===== src/spm_cfg.svh =====
`ifndef SPM_CFG_SVH
`define SPM_CFG_SVH
// Input path select codes
`define SPM_PATH_FULL 2'h0
`define SPM_PATH_HALF 2'h1
`define SPM_PATH_DUAL 2'h2
// Index of the final clock edge of a byte
`define SPM_LAST_SGL  4'hF
`define SPM_LAST_DUAL 4'h7
// Byte and counter constants
`define SPM_BYTE_RST  8'h00
`define SPM_EDGE_RST  4'h0
`define SPM_BIT_ZERO  3'h0
`define SPM_BIT_TOP   3'h7
`endif


===== src/spm_pkg.sv =====
package spm_pkg;
  // Shift engine states, one-hot
  typedef enum logic [1:0] {
    SPM_IDLE  = 2'b01,
    SPM_SHIFT = 2'b10
  } spm_state_t;
  // Input path select field
  typedef logic [1:0] spm_path_t;
endpackage : spm_pkg


===== src/spm_core.sv =====
// Function
// - Dual mode: send on out, receive both
// - Even bits from out, odd from in
// - Merged dual byte loads receive holding
// - Out line bidirectional in half, dual
// - Direction never flips mid byte
// - Idle direction follows select bit
// - Sample direction select on final bit
// - Capture direction on shift register load
// - Clock toggles on underflow while shifting
// - Idle clock rests at idle level
// - Source select picks fast or slow tick
// - Frequency is half reference over preload
// - Zero preload: fast clock, full rate
// - Idle level setting inverts generator output
// - Separate receive and transmit phase bits
// - Receive phase selects sampling edge
// - Transmit phase selects launch edge
`include "spm_cfg.svh"
`timescale 1ns/10ps
`default_nettype none
module spm_core #(
  parameter int PRE_W = 6
) (
  input  wire logic              ref_clk,
  input  wire logic              rst,
  input  wire logic [7:0]        tx_data,
  input  wire logic              tx_wr,
  input  wire logic              line_direction_select,
  input  wire spm_pkg::spm_path_t input_path_select,
  input  wire logic              clock_source_select,
  input  wire logic              clock_idle_level,
  input  wire logic              receive_phase,
  input  wire logic              transmit_phase,
  input  wire logic              lsb_first,
  input  wire logic [PRE_W-1:0]  preload,
  input  wire logic              slow_clk,
  input  wire logic              serial_in_line,
  input  wire logic              serial_out_i,
  output logic                   serial_out_o,
  output logic                   serial_out_oe_n,
  output logic                   spi_clk,
  output logic [7:0]             rx_data,
  output logic                   rx_valid,
  output logic                   tx_empty,
  output logic                   busy
);
  import spm_pkg::*;

  if (PRE_W < 1 || PRE_W > 16) begin : g_chk
    $error("spm_core: PRE_W out of range");
  end

  // Bit position in arrival order
  function automatic logic [2:0] spm_pos(input logic [2:0] j, input logic lsbf);
    spm_pos = lsbf ? j : (`SPM_BIT_TOP - j);
  endfunction : spm_pos

  // Pin synchronisers
  logic slow_s1_ff, slow_s2_ff, slow_s3_ff;
  logic sin_s1_ff, sin_s2_ff, sout_s1_ff, sout_s2_ff;
  always_ff @(posedge ref_clk or posedge rst)
  begin
    if (rst)
    begin
      slow_s1_ff <= 1'b0;
      slow_s2_ff <= 1'b0;
      slow_s3_ff <= 1'b0;
      sin_s1_ff  <= 1'b0;
      sin_s2_ff  <= 1'b0;
      sout_s1_ff <= 1'b0;
      sout_s2_ff <= 1'b0;
    end
    else
    begin
      slow_s1_ff <= slow_clk;
      slow_s2_ff <= slow_s1_ff;
      slow_s3_ff <= slow_s2_ff;
      sin_s1_ff  <= serial_in_line;
      sin_s2_ff  <= sin_s1_ff;
      sout_s1_ff <= serial_out_i;
      sout_s2_ff <= sout_s1_ff;
    end
  end

  // Engine state
  spm_state_t       state_ff, nxt_state;
  logic [7:0]       hold_ff, nxt_hold, tsr_ff, nxt_tsr, rsr_ff, nxt_rsr;
  logic [7:0]       rx_data_ff, nxt_rx_data;
  logic             hold_full_ff, nxt_hold_full;
  logic [3:0]       edge_ff, nxt_edge, last_ff, nxt_last;
  logic [PRE_W-1:0] cnt_ff, nxt_cnt, reload;
  logic             gen_ff, nxt_gen, dir_ff, nxt_dir, pend_ff, nxt_pend;
  logic             dual_rx_ff, nxt_dual_rx, rx_line_ff, nxt_rx_line;
  logic             full_ff, nxt_full, out_ff, nxt_out, oe_n_ff, nxt_oe_n;
  logic             spi_clk_ff, nxt_spi_clk, rx_valid_ff, nxt_rx_valid;
  logic             tx_empty_ff, busy_ff;
  logic             tick, uflow, lead, trail, byte_end, load_go, samp, shifting;
  logic [2:0]       j, k;

  // Divider, edges, shift and direction control
  always_comb
  begin
    shifting = (state_ff == SPM_SHIFT);
    reload   = (preload == '0) ? '0 : preload - 1'b1;
    // Zero preload forces the fast clock
    tick = (preload == '0) || !clock_source_select || (slow_s2_ff && !slow_s3_ff);
    uflow    = shifting && tick && (cnt_ff == '0);
    lead     = uflow && !gen_ff;
    trail    = uflow && gen_ff;
    byte_end = trail && (edge_ff == last_ff);
    load_go  = hold_full_ff && (!shifting || byte_end);
    nxt_state     = state_ff;
    nxt_hold      = hold_ff;
    nxt_hold_full = hold_full_ff;
    nxt_tsr       = tsr_ff;
    nxt_rsr       = rsr_ff;
    nxt_edge      = edge_ff;
    nxt_last      = last_ff;
    nxt_cnt       = cnt_ff;
    nxt_gen       = gen_ff;
    nxt_dir       = dir_ff;
    nxt_pend      = pend_ff;
    nxt_dual_rx   = dual_rx_ff;
    nxt_rx_line   = rx_line_ff;
    nxt_full      = full_ff;
    nxt_out       = out_ff;
    nxt_rx_data   = rx_data_ff;
    nxt_rx_valid  = 1'b0;
    // Receive sampling edge
    samp = receive_phase ? trail : lead;
    j    = edge_ff[3:1];
    k    = edge_ff[3:1];
    if (shifting)
    begin
      if (tick)
      begin
        nxt_cnt = (cnt_ff == '0) ? reload : cnt_ff - 1'b1;
      end
      if (uflow)
      begin
        nxt_gen  = !gen_ff;
        nxt_edge = edge_ff + 1'b1;
      end
      if (samp && dual_rx_ff)
      begin
        // Two bits per clock: even on out line, odd on in line
        if (lsb_first)
        begin
          nxt_rsr[{j[1:0], 1'b0}] = sout_s2_ff;
          nxt_rsr[{j[1:0], 1'b1}] = sin_s2_ff;
        end
        else
        begin
          nxt_rsr[{~j[1:0], 1'b1}] = sin_s2_ff;
          nxt_rsr[{~j[1:0], 1'b0}] = sout_s2_ff;
        end
      end
      else if (samp)
      begin
        nxt_rsr[spm_pos(j, lsb_first)] = rx_line_ff ? sout_s2_ff : sin_s2_ff;
      end
      // Launch edge per transmit phase
      if (!transmit_phase && trail && !byte_end)
      begin
        nxt_out = tsr_ff[spm_pos(k + 3'h1, lsb_first)];
      end
      else if (transmit_phase && lead)
      begin
        nxt_out = tsr_ff[spm_pos(k, lsb_first)];
      end
      // Direction for the idle cycle after the byte, sampled on the final bit
      if (lead && (edge_ff == last_ff - 4'h1))
      begin
        nxt_pend = line_direction_select;
      end
      if (byte_end)
      begin
        nxt_rx_data  = nxt_rsr;
        nxt_rx_valid = 1'b1;
        nxt_state    = SPM_IDLE;
        nxt_gen      = 1'b0;
        nxt_dir      = pend_ff;
      end
    end
    else
    begin
      nxt_cnt  = reload;
      nxt_gen  = 1'b0;
      nxt_dir  = line_direction_select;
      nxt_full = (input_path_select == `SPM_PATH_FULL);
    end
    if (load_go)
    begin
      nxt_state     = SPM_SHIFT;
      nxt_tsr       = hold_ff;
      nxt_hold_full = 1'b0;
      nxt_edge      = `SPM_EDGE_RST;
      nxt_gen       = 1'b0;
      nxt_cnt       = reload;
      nxt_dir       = line_direction_select;
      nxt_full      = (input_path_select == `SPM_PATH_FULL);
      nxt_dual_rx   = (input_path_select == `SPM_PATH_DUAL) && !line_direction_select;
      nxt_rx_line   = (input_path_select != `SPM_PATH_FULL) && !line_direction_select;
      nxt_last      = nxt_dual_rx ? `SPM_LAST_DUAL : `SPM_LAST_SGL;
      if (!transmit_phase)
      begin
        nxt_out = hold_ff[spm_pos(`SPM_BIT_ZERO, lsb_first)];
      end
    end
    // Holding register accepts a write when empty or in the cycle it loads the shift register
    if (tx_wr && !nxt_hold_full && (!hold_full_ff || load_go))
    begin
      nxt_hold      = tx_data;
      nxt_hold_full = 1'b1;
    end
    // Drive the line in full duplex or when the direction is output
    nxt_oe_n    = !(nxt_full || nxt_dir);
    nxt_spi_clk = nxt_gen ^ clock_idle_level;
  end

  always_ff @(posedge ref_clk or posedge rst)
  begin
    if (rst)
    begin
      state_ff     <= SPM_IDLE;
      hold_ff      <= `SPM_BYTE_RST;
      hold_full_ff <= 1'b0;
      tsr_ff       <= `SPM_BYTE_RST;
      rsr_ff       <= `SPM_BYTE_RST;
      rx_data_ff   <= `SPM_BYTE_RST;
      edge_ff      <= `SPM_EDGE_RST;
      last_ff      <= `SPM_LAST_SGL;
      cnt_ff       <= '0;
      gen_ff       <= 1'b0;
      dir_ff       <= 1'b0;
      pend_ff      <= 1'b0;
      dual_rx_ff   <= 1'b0;
      rx_line_ff   <= 1'b0;
      full_ff      <= 1'b1;
      out_ff       <= 1'b0;
      oe_n_ff      <= 1'b0;
      spi_clk_ff   <= 1'b0;
      rx_valid_ff  <= 1'b0;
      tx_empty_ff  <= 1'b1;
      busy_ff      <= 1'b0;
    end
    else
    begin
      state_ff     <= nxt_state;
      hold_ff      <= nxt_hold;
      hold_full_ff <= nxt_hold_full;
      tsr_ff       <= nxt_tsr;
      rsr_ff       <= nxt_rsr;
      rx_data_ff   <= nxt_rx_data;
      edge_ff      <= nxt_edge;
      last_ff      <= nxt_last;
      cnt_ff       <= nxt_cnt;
      gen_ff       <= nxt_gen;
      dir_ff       <= nxt_dir;
      pend_ff      <= nxt_pend;
      dual_rx_ff   <= nxt_dual_rx;
      rx_line_ff   <= nxt_rx_line;
      full_ff      <= nxt_full;
      out_ff       <= nxt_out;
      oe_n_ff      <= nxt_oe_n;
      spi_clk_ff   <= nxt_spi_clk;
      rx_valid_ff  <= nxt_rx_valid;
      tx_empty_ff  <= !nxt_hold_full;
      busy_ff      <= (nxt_state == SPM_SHIFT);
    end
  end

  // Output pins and status
  assign serial_out_o    = out_ff;
  assign serial_out_oe_n = oe_n_ff;
  assign spi_clk         = spi_clk_ff;
  assign rx_data         = rx_data_ff;
  assign rx_valid        = rx_valid_ff;
  assign tx_empty        = tx_empty_ff;
  assign busy            = busy_ff;
endmodule : spm_core
`default_nettype wire


===== config.mk =====
export PLATFORM = sky130hd
export DESIGN_NAME = spm_core
export DESIGN_NICKNAME = d
export VERILOG_FILES = /design/src/spm_pkg.sv /design/src/spm_core.sv
export VERILOG_INCLUDE_DIRS = /design/src
export SDC_FILE = /design/constraint.sdc
export NUM_CORES = 1
export LEC_CHECK = 0
export ABC_CLOCK_PERIOD_IN_PS = 4000
export BUFFER_PORTS_ARGS = -buffer_cell sky130_fd_sc_hd__buf_2
export CAP_MARGIN = 10
export CORE_UTILIZATION = 60
export CTS_BUF_LIST = sky130_fd_sc_hd__clkbuf_16
export DETAILED_ROUTE_END_ITERATION = 10
export PLACE_DENSITY = 0.93
export RECOVER_POWER = 50
export SLEW_MARGIN = 20
export SYNTH_ARGS = -nofsm -noshare
export SYNTH_HDL_FRONTEND = slang
export SYNTH_SLANG_ARGS = --single-unit

===== constraint.sdc =====
create_clock -name ref_clk -period 4 [get_ports ref_clk]
set_input_delay 0.8 -clock ref_clk [delete_from_list [all_inputs] [get_ports ref_clk]]
set_output_delay 0.8 -clock ref_clk [all_outputs]
set_load 0.005 [all_outputs]

# [Yosys cells after proc, flatten, opt, wreduce, memory -nomap -nowiden]
# Index checks and enable logic that the tools add are counted.
[totals] ff_bits=68 latchBits=0 mem_bits_rw=0 mem_bits_ro=0 word_cells=160 n_memories=0
[classes] n_addsub=7 mul=0 div=0 order_cmp=12 n_eq_ne=6 shift=0 muxes=59 n_bitwise=2 n_reduce_logical=46
[op_table] op="8-bit bitwise mux" count=5
[op_table] op="6-bit 2-to-1 mux" count=5
[op_table] op="3-bit by 4-bit < comparator with 1-bit output (second input constant)" count=7
[op_table] op="1-bit 2-to-1 mux" count=28
[op_table] op="8-bit 2-to-1 mux" count=3
[op_table] op="1-bit logical AND" count=21
[op_table] op="4-bit 2-to-1 mux" count=4
[op_table] op="3-bit by 1-bit greater-or-equal comparator with 1-bit output (second input constant)" count=5
[op_table] op="6-bit zero test" count=2
[op_table] op="6-bit by 1-bit subtractor with 6-bit output (second input constant)" count=2
[op_table] op="1-bit zero test" count=11
[op_table] op="1-bit binary-select mux with 3-bit select" count=3
[op_table] op="3-bit 2-to-1 mux" count=3
[op_table] op="1-bit demux with 2-bit select" count=4
[op_table] op="4-bit equality test" count=2
[op_table] op="2-bit equality test (second input constant)" count=3
[op_table] op="2-bit 2-to-1 mux" count=3
[op_table] op="2-bit AND reduction" count=3
[op_table] op="2-bit nonzero test" count=3
[op_table] op="3-bit subtractor (first input constant)" count=2
[op_table] op="1-bit logical OR" count=5
[op_table] op="4-bit by 1-bit adder with 4-bit output (second input constant)" count=1
[op_table] op="4-bit by 1-bit subtractor with 4-bit output (second input constant)" count=1
[op_table] op="3-bit by 1-bit adder with 3-bit output (second input constant)" count=1
[op_table] op="other kinds (5)" count=5

# [Depth between registers and ports, before layout]
# Gate-level depths: netlist (run 1).
[depth] depth_word=15 depth_mapped=14 depth_no_buf=12

# [Worst setup path after synthesis (run 1)]
# OpenSTA, ideal clock, no wires.
[synth_path] path_kind="input to register" start="input port preload[0]" end="register cnt_ff[2]" setup_ps=87 arrival_ps=3320 setup_slack_ps=593 path_stages=13 path_buffers=2 cell_sequence="inv_1 -> ha_1 -> or3b_4 -> o311ai_4 -> and3_1 -> buf_6 -> ha_1 -> nand3_1 -> o31ai_1 -> buf_2 -> a21oi_1 -> a211o_1 -> a22oi_1"
[synth_via] elab_chain_len=10
[synth_lines] item="start: declaration" line="spm_core.sv:36" source="input wire logic [PRE_W-1:0] preload,"
[synth_lines] item="branches (longest 10 deep; another with 6-bit by 1-bit subtractor with 6-bit output)"
[synth_lines] item="end signal: assignment" line="spm_core.sv:258" source="cnt_ff <= nxt_cnt;"
[synth_lines] item="end: declaration" line="spm_core.sv:92" source="logic [PRE_W-1:0] cnt_ff, nxt_cnt, reload;"
# Parallel ways; which one is timed is not known. The select of a mux whose other input is x is not followed.
# A chain may end at the register's enable or synchronous reset.

# [Final worst setup path (run 1)]
[layout_path] start="input port preload[0]" end="register rsr_ff[6]"
[layout_via] elab_chain_len=9
[layout_lines] item="6-bit zero test *" line="spm_core.sv:107" source="tick = (preload == '0) || !clock_source_select || (slow_s2_ff && !slow_s3_ff);"
[layout_lines] item="1-bit logical OR * (2 in a row)" line="spm_core.sv:107"
[layout_lines] item="1-bit logical AND * (2 in a row)" line="spm_core.sv:108" source="uflow = shifting && tick && (cnt_ff == '0);"
[layout_lines] item="1-bit logical AND, on equally long branches" line="spm_core.sv:109, spm_core.sv:110"
[layout_lines] item="1-bit 2-to-1 mux *" line="spm_core.sv:131" source="samp = receive_phase ? trail : lead;"
[layout_lines] item="8-bit 2-to-1 mux or 1-bit logical AND (tied branches)" line="spm_core.sv:159, spm_core.sv:145"
[layout_lines] item="8-bit 2-to-1 mux *" line="spm_core.sv:145" source="if (samp && dual_rx_ff)"
[layout_lines] item="end signal: assignment" line="spm_core.sv:230" source="rsr_ff <= `SPM_BYTE_RST;"
[layout_lines] item="end signal: assignment" line="spm_core.sv:254" source="rsr_ff <= nxt_rsr;"
[layout_lines] item="end: declaration" line="spm_core.sv:88" source="logic [7:0] hold_ff, nxt_hold, tsr_ff, nxt_tsr, rsr_ff, nxt_rsr;"
# Mark *: on every way between the ends. The rest lies on a longest branch, timed or not.

==> results of run 1 <==
-- worst max path at each step --
stage	slack [ns]	endpoint	cells after the start
2_1_floorplan	0.59	cnt_ff[2]	13
3_3_place_gp	0.29	rsr_ff[6]	12
3_5_place_dp	0.13	rsr_ff[6]	12
4_1_cts	0.48	rsr_ff[6]	12
5_1_grt	0.17	rsr_ff[6]	12
6_report	0.42	rsr_ff[6]	12
-- cell families (layout without fill, tap and decap cells) --
| family | after synthesis | in the layout | synth area share, % |
|---|---|---|---|
| flip-flops | 65 | 65 | 44.38 |
| multiplexers | 44 | 44 | 14.36 |
| XOR/XNOR | 12 | 12 | 2.859 |
| buffers and inverters | 33 | 77 | 4.833 |
| AO/OA/AOI/OAI | 75 | 75 | 13.79 |
| adder cells (fa/ha/maj) | 10 | 10 | 3.404 |
| AND/OR/NAND/NOR | 130 | 130 | 16.37 |
-- per-stage QoR --
stage                     utilization, %  setup slack [ns]
final                              70.39            0.4197
after global routing               70.39            0.1671
after CTS                          70.58            0.4752
after detailed placement           65.72            0.1339
after global placement             65.72            0.2875
after floorplan                        -            0.5925
-- state kept, by name, summed over array words and instances (netlist names), 2 cells and up --
name      cells
hold_ff       8
tsr_ff        8
edge_ff       4
state_ff      2
rsr_ff        8
rx_data       8
cnt_ff        6
-- power by group --
group	switching, mW	internal, mW	leakage [nW]	total (mW)
Sequential	0.0890	0.744	0.783	0.833
Clock	0.283	0.476	0.150	0.758
Combinational	0.192	0.182	0.980	0.374
-- cell type report --
cell class / count / area share, %
clock buffers: 9 / 5.404
clock inverters: 7 / 1.501
inverters: 15 / 1.351
multi-input cells: 271 / 44.79
flip-flops and latches: 65 / 39.15
well taps: 75 / 2.252
repair buffers: 46 / 5.554
-- layer usage --
metal	global-route usage, %	wire length (um)	up-vias
met3	6.136	327	15
met1	33.46	3295	1405
met5	0	0	-
li1	-	-	1386
met4	9.464	150	0
met2	46.15	3995	66
-- worst register-to-register path: cells and delay by family, from the launching register on --
kind | cells | cell delay, ns
compound gates | 2 | 0.30
fa+ha+maj | 2 | 0.51
buf+inv | 1 | 0.06
flops | 1 | 0.38
mux | 1 | 0.55
simple gates | 4 | 1.21
-- layout by cell type (no fill, tap or decap), types with 9 or more instances in the layout --
master,instances
clkbuf_16,9
o21ai_0,20
inv_1,16
ha_1,10
dfrtp_1,61
nor2_1,33
a21oi_1,15
mux2_2,19
a211oi_1,11
buf_2,35
nand2_1,55
mux2i_1,19
==> impl_metrics.yaml, run 1 <==
yosys:
  syn_nets: 407
  async_flop_share_pct: 100.0
  synthDominantCellAreaShare_pct: 41.52
  netlist_instances: 369
  ys_seq_area_share_pct: 44.38
  synth.ff_latch_count: 65
  yosysWarnings: 0
  ys.flop_type: "dfrtp_1"
  synth_top_cells_by_count: "61 x dfrtp_1, 55 x nand2_1, 33 x nor2_1"
  ys_types: 57
  synth_area_per_cell_um2: 9.962
  synth_area_leaders: "dfrtp_1 42%, mux2_2 5.8%, nand2_1 5.6%"
  synth_edf_count: 0
  synth_area_um2: 3676
  yosysMostFrequentCell: "dfrtp_1"
  yosysTopAreaCell: "dfrtp_1"
clocking:
  ctsHoldBuffers: 0
  root_buffer: "clkbuf_16"
  cts_resized: 0
  worst_skew_pair.late_latency_ns: 0.33
  clock_path_buffers: 2
  ctsHtreeMaxLevel: 3
  cts.clk_slew.worst_paths_ns: 0.05
  cts_tree: "done"
  cts.sinks: 65
  postCtsSetupRepairBufs: 0
  cts_buffers: 9
sta:
  fmax_mhz: 279.3
  period_share_pct: 89.51
  worst_pin_slew_ns: 1.529
  final_hold_viol_count: 0
  setup-violations-final: 0
  post-route-min-period_ns: 3.580
  tns_ns: 0
  fin_hold_ws_ns: 0.3442
  slew_headroom_pct: -2.023
  maxSlewViolCount: 42
  finalClockSkew_ns: 0.004863
  rsz0062_at_grt: "no"
global_route:
  grt.overflow.total: 0
  antenna_found_initial: 0
  grt_pass1_vias: 2772
  grt_max_degree: 42
  grt_first_pass_wirelength_um: 12940
  grtUsageTotal_pct: 26.97
status:
  status: "finished with violations"
  violations: "capacitance limit, slew limit"
layout:
  num_antenna_cells: 0
  final-seq-area_um2: 1632
  synthToLayoutAreaGrowth_pct: 13.38
  nNetsFinal: 446
  postLayoutCellArea_um2: 4168
  filler_cell_count: 424
  multi_input_area_um2: 1867
  drive_gt1_share_pct: 22.03
  final_cells: 488
route:
  routed_wl_um: 7769
  ant_nets: 0
  drc: 0
  drtPass1Iterations: 4
  drtIter0Drc: 209
  num_vias: 2872
  avgViaCountPerCell: 5.885
  wire_per_inst_um: 15.92
worst_setup_path:
  cpPeakStageDelay_ns: 0.43
  path_max_fanout: 9
  worstReg2RegStart: "cnt_ff[0]"
  worstSetupPathType: "in2reg"
  cp_cell_sequence: "buf_2 -> inv_1 -> ha_1 -> or3b_4 -> o311ai_4 -> and3_1 -> ha_1 -> mux2i_1 -> a211oi_1 -> mux2_2 -> a21oi_1 -> o21ai_0"
  cp_slowest_cell: "or3b_4"
  critPathArrivalTime_ns: 3.76
  critPathTopFamily: "compound AO/OA/AOI/OAI gates"
  required_ns: 4.18
  cp-start-kind: "input pin"
  timing.rr.end: "rsr_ff[5]"
  cp-startpoint: "preload[0]"
  r2r_cells: 10
  r2r_setup_slack_ns: 0.84
  worst_path_most_repeated_cell: "ha_1"
  cp_num_buf_inv: 2
  end_kind: "register"
placed_design:
  place.gp.congestion: 0.8691
  place_area_um2: 3891
  dp.cells: 472
  dpl.hpwl_um: 5443
  portBuffers: 41
min_path:
  holdCritStartpoint: "slow_s1_ff"
  hold_depth: 0
  worst_hold_path_type: "reg2reg"
  hold_path_end: "slow_s2_ff"
die:
  start_util_pct: 62.09
  rows: 28
  core_um2: 5921
  dieWidth_um: 80.28
  die_y_um: 80.28
  io_pins: 42
  dieArea_um2: 6444
pwr:
  power_mw: 1.965
  cellPowerDensity_nw_per_um2: 471.6
  p_leak_nw: 1.913
  ir_drop_mv: 0.4124
run:
  cap_violations: 1
Note: power is estimated with default switching activity, not from simulation.
==> inputs of run 2 (changes only) <==
- ABC_AREA: not set -> 1
- BUFFER_PORTS_ARGS: -buffer_cell sky130_fd_sc_hd__buf_2 -> -buffer_cell sky130_fd_sc_hd__buf_4
- SLEW_MARGIN: 20 -> 5
==> impl_metrics.yaml, run 2 <==
yosys:
  synth_area_per_cell_um2: 8.204
  synth-compound-area-share_pct: 12.06
  synthDominantCellAreaShare_pct: 41.81
  synth_top_cells_by_count: "105 x nand2_1, 61 x dfrtp_1, 53 x inv_1"
  ys.flop_type: "dfrtp_1"
  async_flop_share_pct: 100.0
  synth_area_leaders: "dfrtp_1 42%, nand2_1 11%, nand3_1 5.8%"
  yosysMostFrequentCell: "nand2_1"
  synthAdderAreaFrac_pct: 3.427
  syn_nets: 483
  synthXorXnorAreaFrac_pct: 1.439
  synthMuxAreaShare_pct: 4.901
  ys_seq_area_share_pct: 44.69
  netlist_instances: 445
  synth.ff_latch_count: 65
  synth_top_family_by_area: "simple AND/OR/NAND/NOR gates"
  ys_types: 40
  synth_simple_gate_area_share_pct: 25.46
  yosysTopAreaCell: "dfrtp_1"
  synth_area_um2: 3651
  synth_edf_count: 0
  yosysWarnings: 0
route:
  ant_nets: 0
  num_vias: 3252
  wire_per_inst_um: 15.16
  drtIter0Drc: 308
  drc: 0
  drtPass1Iterations: 7
  routed_wl_um: 8673
  avgViaCountPerCell: 5.685
global_route:
  grt_first_pass_wirelength_um: 14480
  grt.overflow.total: 0
  grtUsageTotal_pct: 30.07
  grt_pass1_vias: 3231
  antenna_found_initial: 0
  grt_max_degree: 40
sta:
  slew_headroom_pct: -36.31
  tns_ns: 0
  period_share_pct: 85.22
  maxSlewViolCount: 40
  post-route-min-period_ns: 3.409
  fmax_mhz: 293.4
  worst_pin_slew_ns: 2.045
  rsz0062_at_grt: "no"
  final_hold_viol_count: 0
  finalClockSkew_ns: 0.005033
  setup-violations-final: 0
  layout_setup_ws_ns: 0.5913
pwr:
  ir_drop_mv: 0.3840
  switching_share_pct: 37.34
  p_leak_nw: 2.239
  seqPwrFrac_pct: 34.6
  p_clk_share_pct: 29.7
  p_sw_mw: 1.043
  cellPowerDensity_nw_per_um2: 644.2
  p_int_mw: 1.751
  power_frac_comb_pct: 35.8
die:
  dieWidth_um: 80.01
  core_um2: 5886
  rows: 28
  die_y_um: 80.01
  io_pins: 42
  dieArea_um2: 6401
  start_util_pct: 62.03
layout:
  synthToLayoutAreaGrowth_pct: 18.78
  num_antenna_cells: 0
  final_cell_mix: "105 x nand2_1, 61 x dfrtp_1, 56 x inv_1"
  nNetsFinal: 530
  drive_gt1_share_pct: 21.33
  layout_commonest_cell: "nand2_1"
clocking:
  cts_resized: 0
  postCtsSetupRepairBufs: 0
  cts_tree: "done"
  cts.clk_slew.worst_paths_ns: 0.05
  root_buffer: "clkbuf_16"
  ctsHtreeMaxLevel: 3
  worst_skew_pair.late_latency_ns: 0.33
  cts_buffers: 9
  clock_path_buffers: 2
  ctsHoldBuffers: 0
  cts.sinks: 65
worst_setup_path:
  worstSetupPathType: "in2reg"
  cp_cell_sequence: "buf_4 -> inv_1 -> ha_1 -> nand2_1 -> nor2_2 -> nand3_1 -> nand2_2 -> nand3_1 -> inv_2 -> ha_1 -> nand2_1 -> nor2_2 -> a21oi_1 -> nand2_1 -> nand3_1 -> o21ai_0 -> nand2_1 -> o21ai_1"
  critPathArrivalTime_ns: 3.63
  cp_num_buf_inv: 3
  required_ns: 4.22
  end_kind: "register"
  critPathTopFamily: "simple AND/OR/NAND/NOR gates"
  cpPeakStageDelay_ns: 0.65
  cp_slowest_cell: "a21oi_1"
  cp-start-kind: "input pin"
  worst_path_most_repeated_cell: "nand2_1"
  path_max_fanout: 11
status:
  violations: "capacitance limit, slew limit"
  status: "finished with violations"
placed_design:
  dpl.hpwl_um: 6181
  portBuffers: 41
  place.gp.congestion: 0.9166
  pre_cts_ws_ns: 0.3261
run:
  cap_violations: 1
min_path:
  worst_hold_path_type: "reg2reg"
## run 2: area by class of cell
class,count,area [um2]
Clock buffer,9,225.2
Clock inverter,7,88.84
Fill cell,415,1549
Inverter,65,244.0
Multi-Input combinational cell,307,1727
Sequential cell,65,1632
Tap cell,75,93.84
Timing Repair Buffer,44,326.6
## run 2: logic make-up (layout without fill, tap and decap cells)
family,count (synthesis),after routing
and+or+nand+nor,196,196
AOI/OAI and AO/OA,79,79
buffers and inverters,73,125
DFF,65,65
muxes,16,16
adders and majority gates,10,10
xor gates and xnor gates,6,6
## run 2: final timing paths
kind                             from         end  slack (ns)  cells after the start
max                        preload[0]   cnt_ff[0]        0.59                     18
min                        slow_s1_ff  slow_s2_ff        0.35                      0
max reg2reg                 cnt_ff[0]   cnt_ff[0]        0.97                     17
min reg2reg                slow_s1_ff  slow_s2_ff        0.35                      0
max in group asynchronous         rst  edge_ff[1]        0.88                      3
min in group asynchronous         rst  sout_s1_ff        0.70                      2
## run 2: power by group through the flow
stage          Sequential (mW)  Combinational [mW]  Clock [mW]
2_1_floorplan            0.937               0.731           0
4_1_cts                  0.962               0.982       0.833
3_3_place_gp             0.956               0.904           0
3_5_place_dp             0.968               0.968           0
5_1_grt                  0.984                1.11       0.866
6_report                 0.966               0.999       0.829
## run 2: per-layer routing
metal  track usage [%]  routed length (um)  up-vias
met1             34.99                3385     1503
met4             16.07                 331        0
met3             6.857                 564       40
li1                  -                   -     1546
met5                 0                   0        -
met2             51.28                4392      163
## run 2: through the flow
stage               hold WS, ns  instance area, um2  util [%]  total power [mW]  std cells
global route             0.3657                4337     73.68             2.963        572
detailed placement       0.3386                4026     68.41             1.935        556
CTS                      0.3543                4340     73.75             2.777        572
floorplan                0.3312                3651         -             1.669        445
finish                   0.3529                4337     73.68             2.794        572
global placement         0.3360                4026     68.41             1.861        556
==> inputs of run 3 (changes only) <==
- REMOVE_ABC_BUFFERS: not set -> 1
==> impl_metrics.yaml, run 3 (synthesized netlist as in run 2, its figures left out) <==
sta:
  final_hold_viol_count: 0
  slew_headroom_pct: 31.60
  finalClockSkew_ns: 0.006539
  worst_pin_slew_ns: 1.026
  fmax_mhz: 295.4
  maxSlewViolCount: 0
  tns_ns: 0
  post-route-min-period_ns: 3.385
  setup-violations-final: 0
  fin_hold_ws_ns: 0.3462
  period_share_pct: 84.63
  rsz0062_at_grt: "no"
global_route:
  grtUsageTotal_pct: 28.38
  use_met3_pct: 6.743
  grt_pass1_vias: 3153
  antenna_found_initial: 0
  met1_usage_pct: 33.80
  grt_first_pass_wirelength_um: 13870
  grt_max_degree: 44
  grt.overflow.total: 0
  grt-busiest-layer: "met2"
  grt_util_met2_pct: 49.06
pwr:
  cellPowerDensity_nw_per_um2: 621.4
  power_frac_comb_pct: 35.9
  seqPwrFrac_pct: 35.8
  p_int_mw: 1.684
  p_leak_nw: 2.220
  ir_drop_mv: 0.4202
  switching_share_pct: 37.15
  p_sw_mw: 0.9954
  p_clk_share_pct: 28.3
clocking:
  cts.clk_slew.worst_paths_ns: 0.05
  worst_skew_pair.late_latency_ns: 0.33
  cts_tree: "done"
  ctsHtreeMaxLevel: 3
  cts.sinks: 65
  ctsHoldBuffers: 0
  clock_path_buffers: 2
  cts_buffers: 9
  cts_resized: 0
  postCtsSetupRepairBufs: 0
  root_buffer: "clkbuf_16"
worst_setup_path:
  cp_num_buf_inv: 3
  cp_slowest_cell: "a21oi_1"
  end_kind: "register"
  cp_cell_sequence: "buf_4 -> inv_1 -> ha_1 -> nand2_1 -> nor2_2 -> nand3_1 -> nand2_2 -> nand3_1 -> inv_2 -> ha_1 -> nand2_1 -> nor2_2 -> a21oi_1 -> nand2_1 -> nand3_1 -> o21ai_0 -> nand2_1 -> o21ai_1"
  cpPeakStageDelay_ns: 0.68
  timing.rr.end: "cnt_ff[0]"
  worstReg2RegStart: "cnt_ff[0]"
  critPathArrivalTime_ns: 3.59
  r2r_cells: 17
  critPathTopFamily: "simple AND/OR/NAND/NOR gates"
  worstSetupPathType: "in2reg"
  path_max_fanout: 11
  required_ns: 4.21
  worst_path_most_repeated_cell: "nand2_1"
  r2r_setup_slack_ns: 0.91
  cp-start-kind: "input pin"
route:
  drtIter0Drc: 115
  avgViaCountPerCell: 5.491
  ant_nets: 0
  drtPass1Iterations: 4
  num_vias: 3141
  drc: 0
  routed_wl_um: 8063
  wire_per_inst_um: 14.10
placed_design:
  place.gp.congestion: 0.9889
  portBuffers: 41
  dpl.hpwl_um: 5789
min_path:
  hold_depth: 0
  holdCritStartpoint: "sin_s1_ff"
  worst_hold_path_type: "reg2reg"
  hold_path_end: "sin_s2_ff"
layout:
  final_cell_mix: "105 x nand2_1, 61 x dfrtp_1, 54 x inv_1"
  nNetsFinal: 530
  layout_commonest_cell: "nand2_1"
  drive_gt1_share_pct: 21.73
  synthToLayoutAreaGrowth_pct: 18.09
  num_antenna_cells: 0
die:
  io_pins: 42
  dieWidth_um: 80.01
  rows: 28
  start_util_pct: 62.03
  die_y_um: 80.01
  dieArea_um2: 6401
  core_um2: 5886
run:
  cap_violations: 0
status:
  status: "finished, final reports clean"
-- run 3: cell count changes in the layout (fill, tap and decap cells not counted), sizes merged --
cell,change
clkinvlp,+2
inv,-2
buf,+1
bufinv,-1
clkbuf,-1
clkinv,+1
-- run 3: power groups by stage --
stage	clock network (mW)	logic [mW]	registers [mW]
final	0.759	0.961	0.959
after floorplan	0	0.726	0.937
after CTS	0.768	0.957	0.959
after global placement	0	0.908	0.956
after detailed placement	0	0.947	0.966
after global routing	0.796	1.10	0.978
-- run 3: worst max path at each step --
stage	startpoint	to	slack (ns)	depth (start not counted)
2_1_floorplan	preload[0]	cnt_ff[1]	0.87	17
3_3_place_gp	preload[0]	cnt_ff[1]	0.50	18
3_5_place_dp	preload[0]	cnt_ff[1]	0.31	18
4_1_cts	preload[0]	cnt_ff[1]	0.65	18
5_1_grt	preload[0]	cnt_ff[1]	0.27	18
6_report	preload[0]	cnt_ff[0]	0.61	18
-- run 3: metrics by stage --
step                      cell area, um2  cells  setup WS, ns  util, %  power, mW
final                               4312    572        0.6148    73.26      2.679
after floorplan                     3602    437        0.8740        -      1.663
after global placement              4026    556        0.5004    68.41      1.864
after global routing                4312    572        0.2662    73.26      2.871
after CTS                           4314    572        0.6488    73.30      2.684
after detailed placement            4026    556        0.3069    68.41      1.913
-- run 3: routing by layer --
metal / up-vias / wire, um
li1: 1550 / -
met1: 1470 / 3471
met2: 103 / 4007
met3: 18 / 418
met4: 0 / 165
met5: - / 0
-- run 3: cell type report --
class | count | area [um2]
Tap cell | 75 | 93.84
Timing Repair Buffer | 44 | 327.8
Sequential cell | 65 | 1632
Multi-Input combinational cell | 307 | 1727
Fill cell | 418 | 1574
Clock buffer | 9 | 225.2
Clock inverter | 7 | 62.56
Inverter | 65 | 244.0
-- run 3: worst register-to-register path, cell delays in order (launching register included) --
cell and delay [ns]:
dfrtp_1 0.34, inv_1 0.07, ha_1 0.23, nand3_1 0.15
nor2_1 0.08, inv_1 0.06, nor2_1 0.06, nand3_1 0.14
inv_2 0.09, ha_1 0.22, nand2_1 0.11, nor2_2 0.06
a21oi_1 0.68, nand2_1 0.31, nand3_1 0.15, o21ai_0 0.09
nand2_1 0.06, o21ai_1 0.07
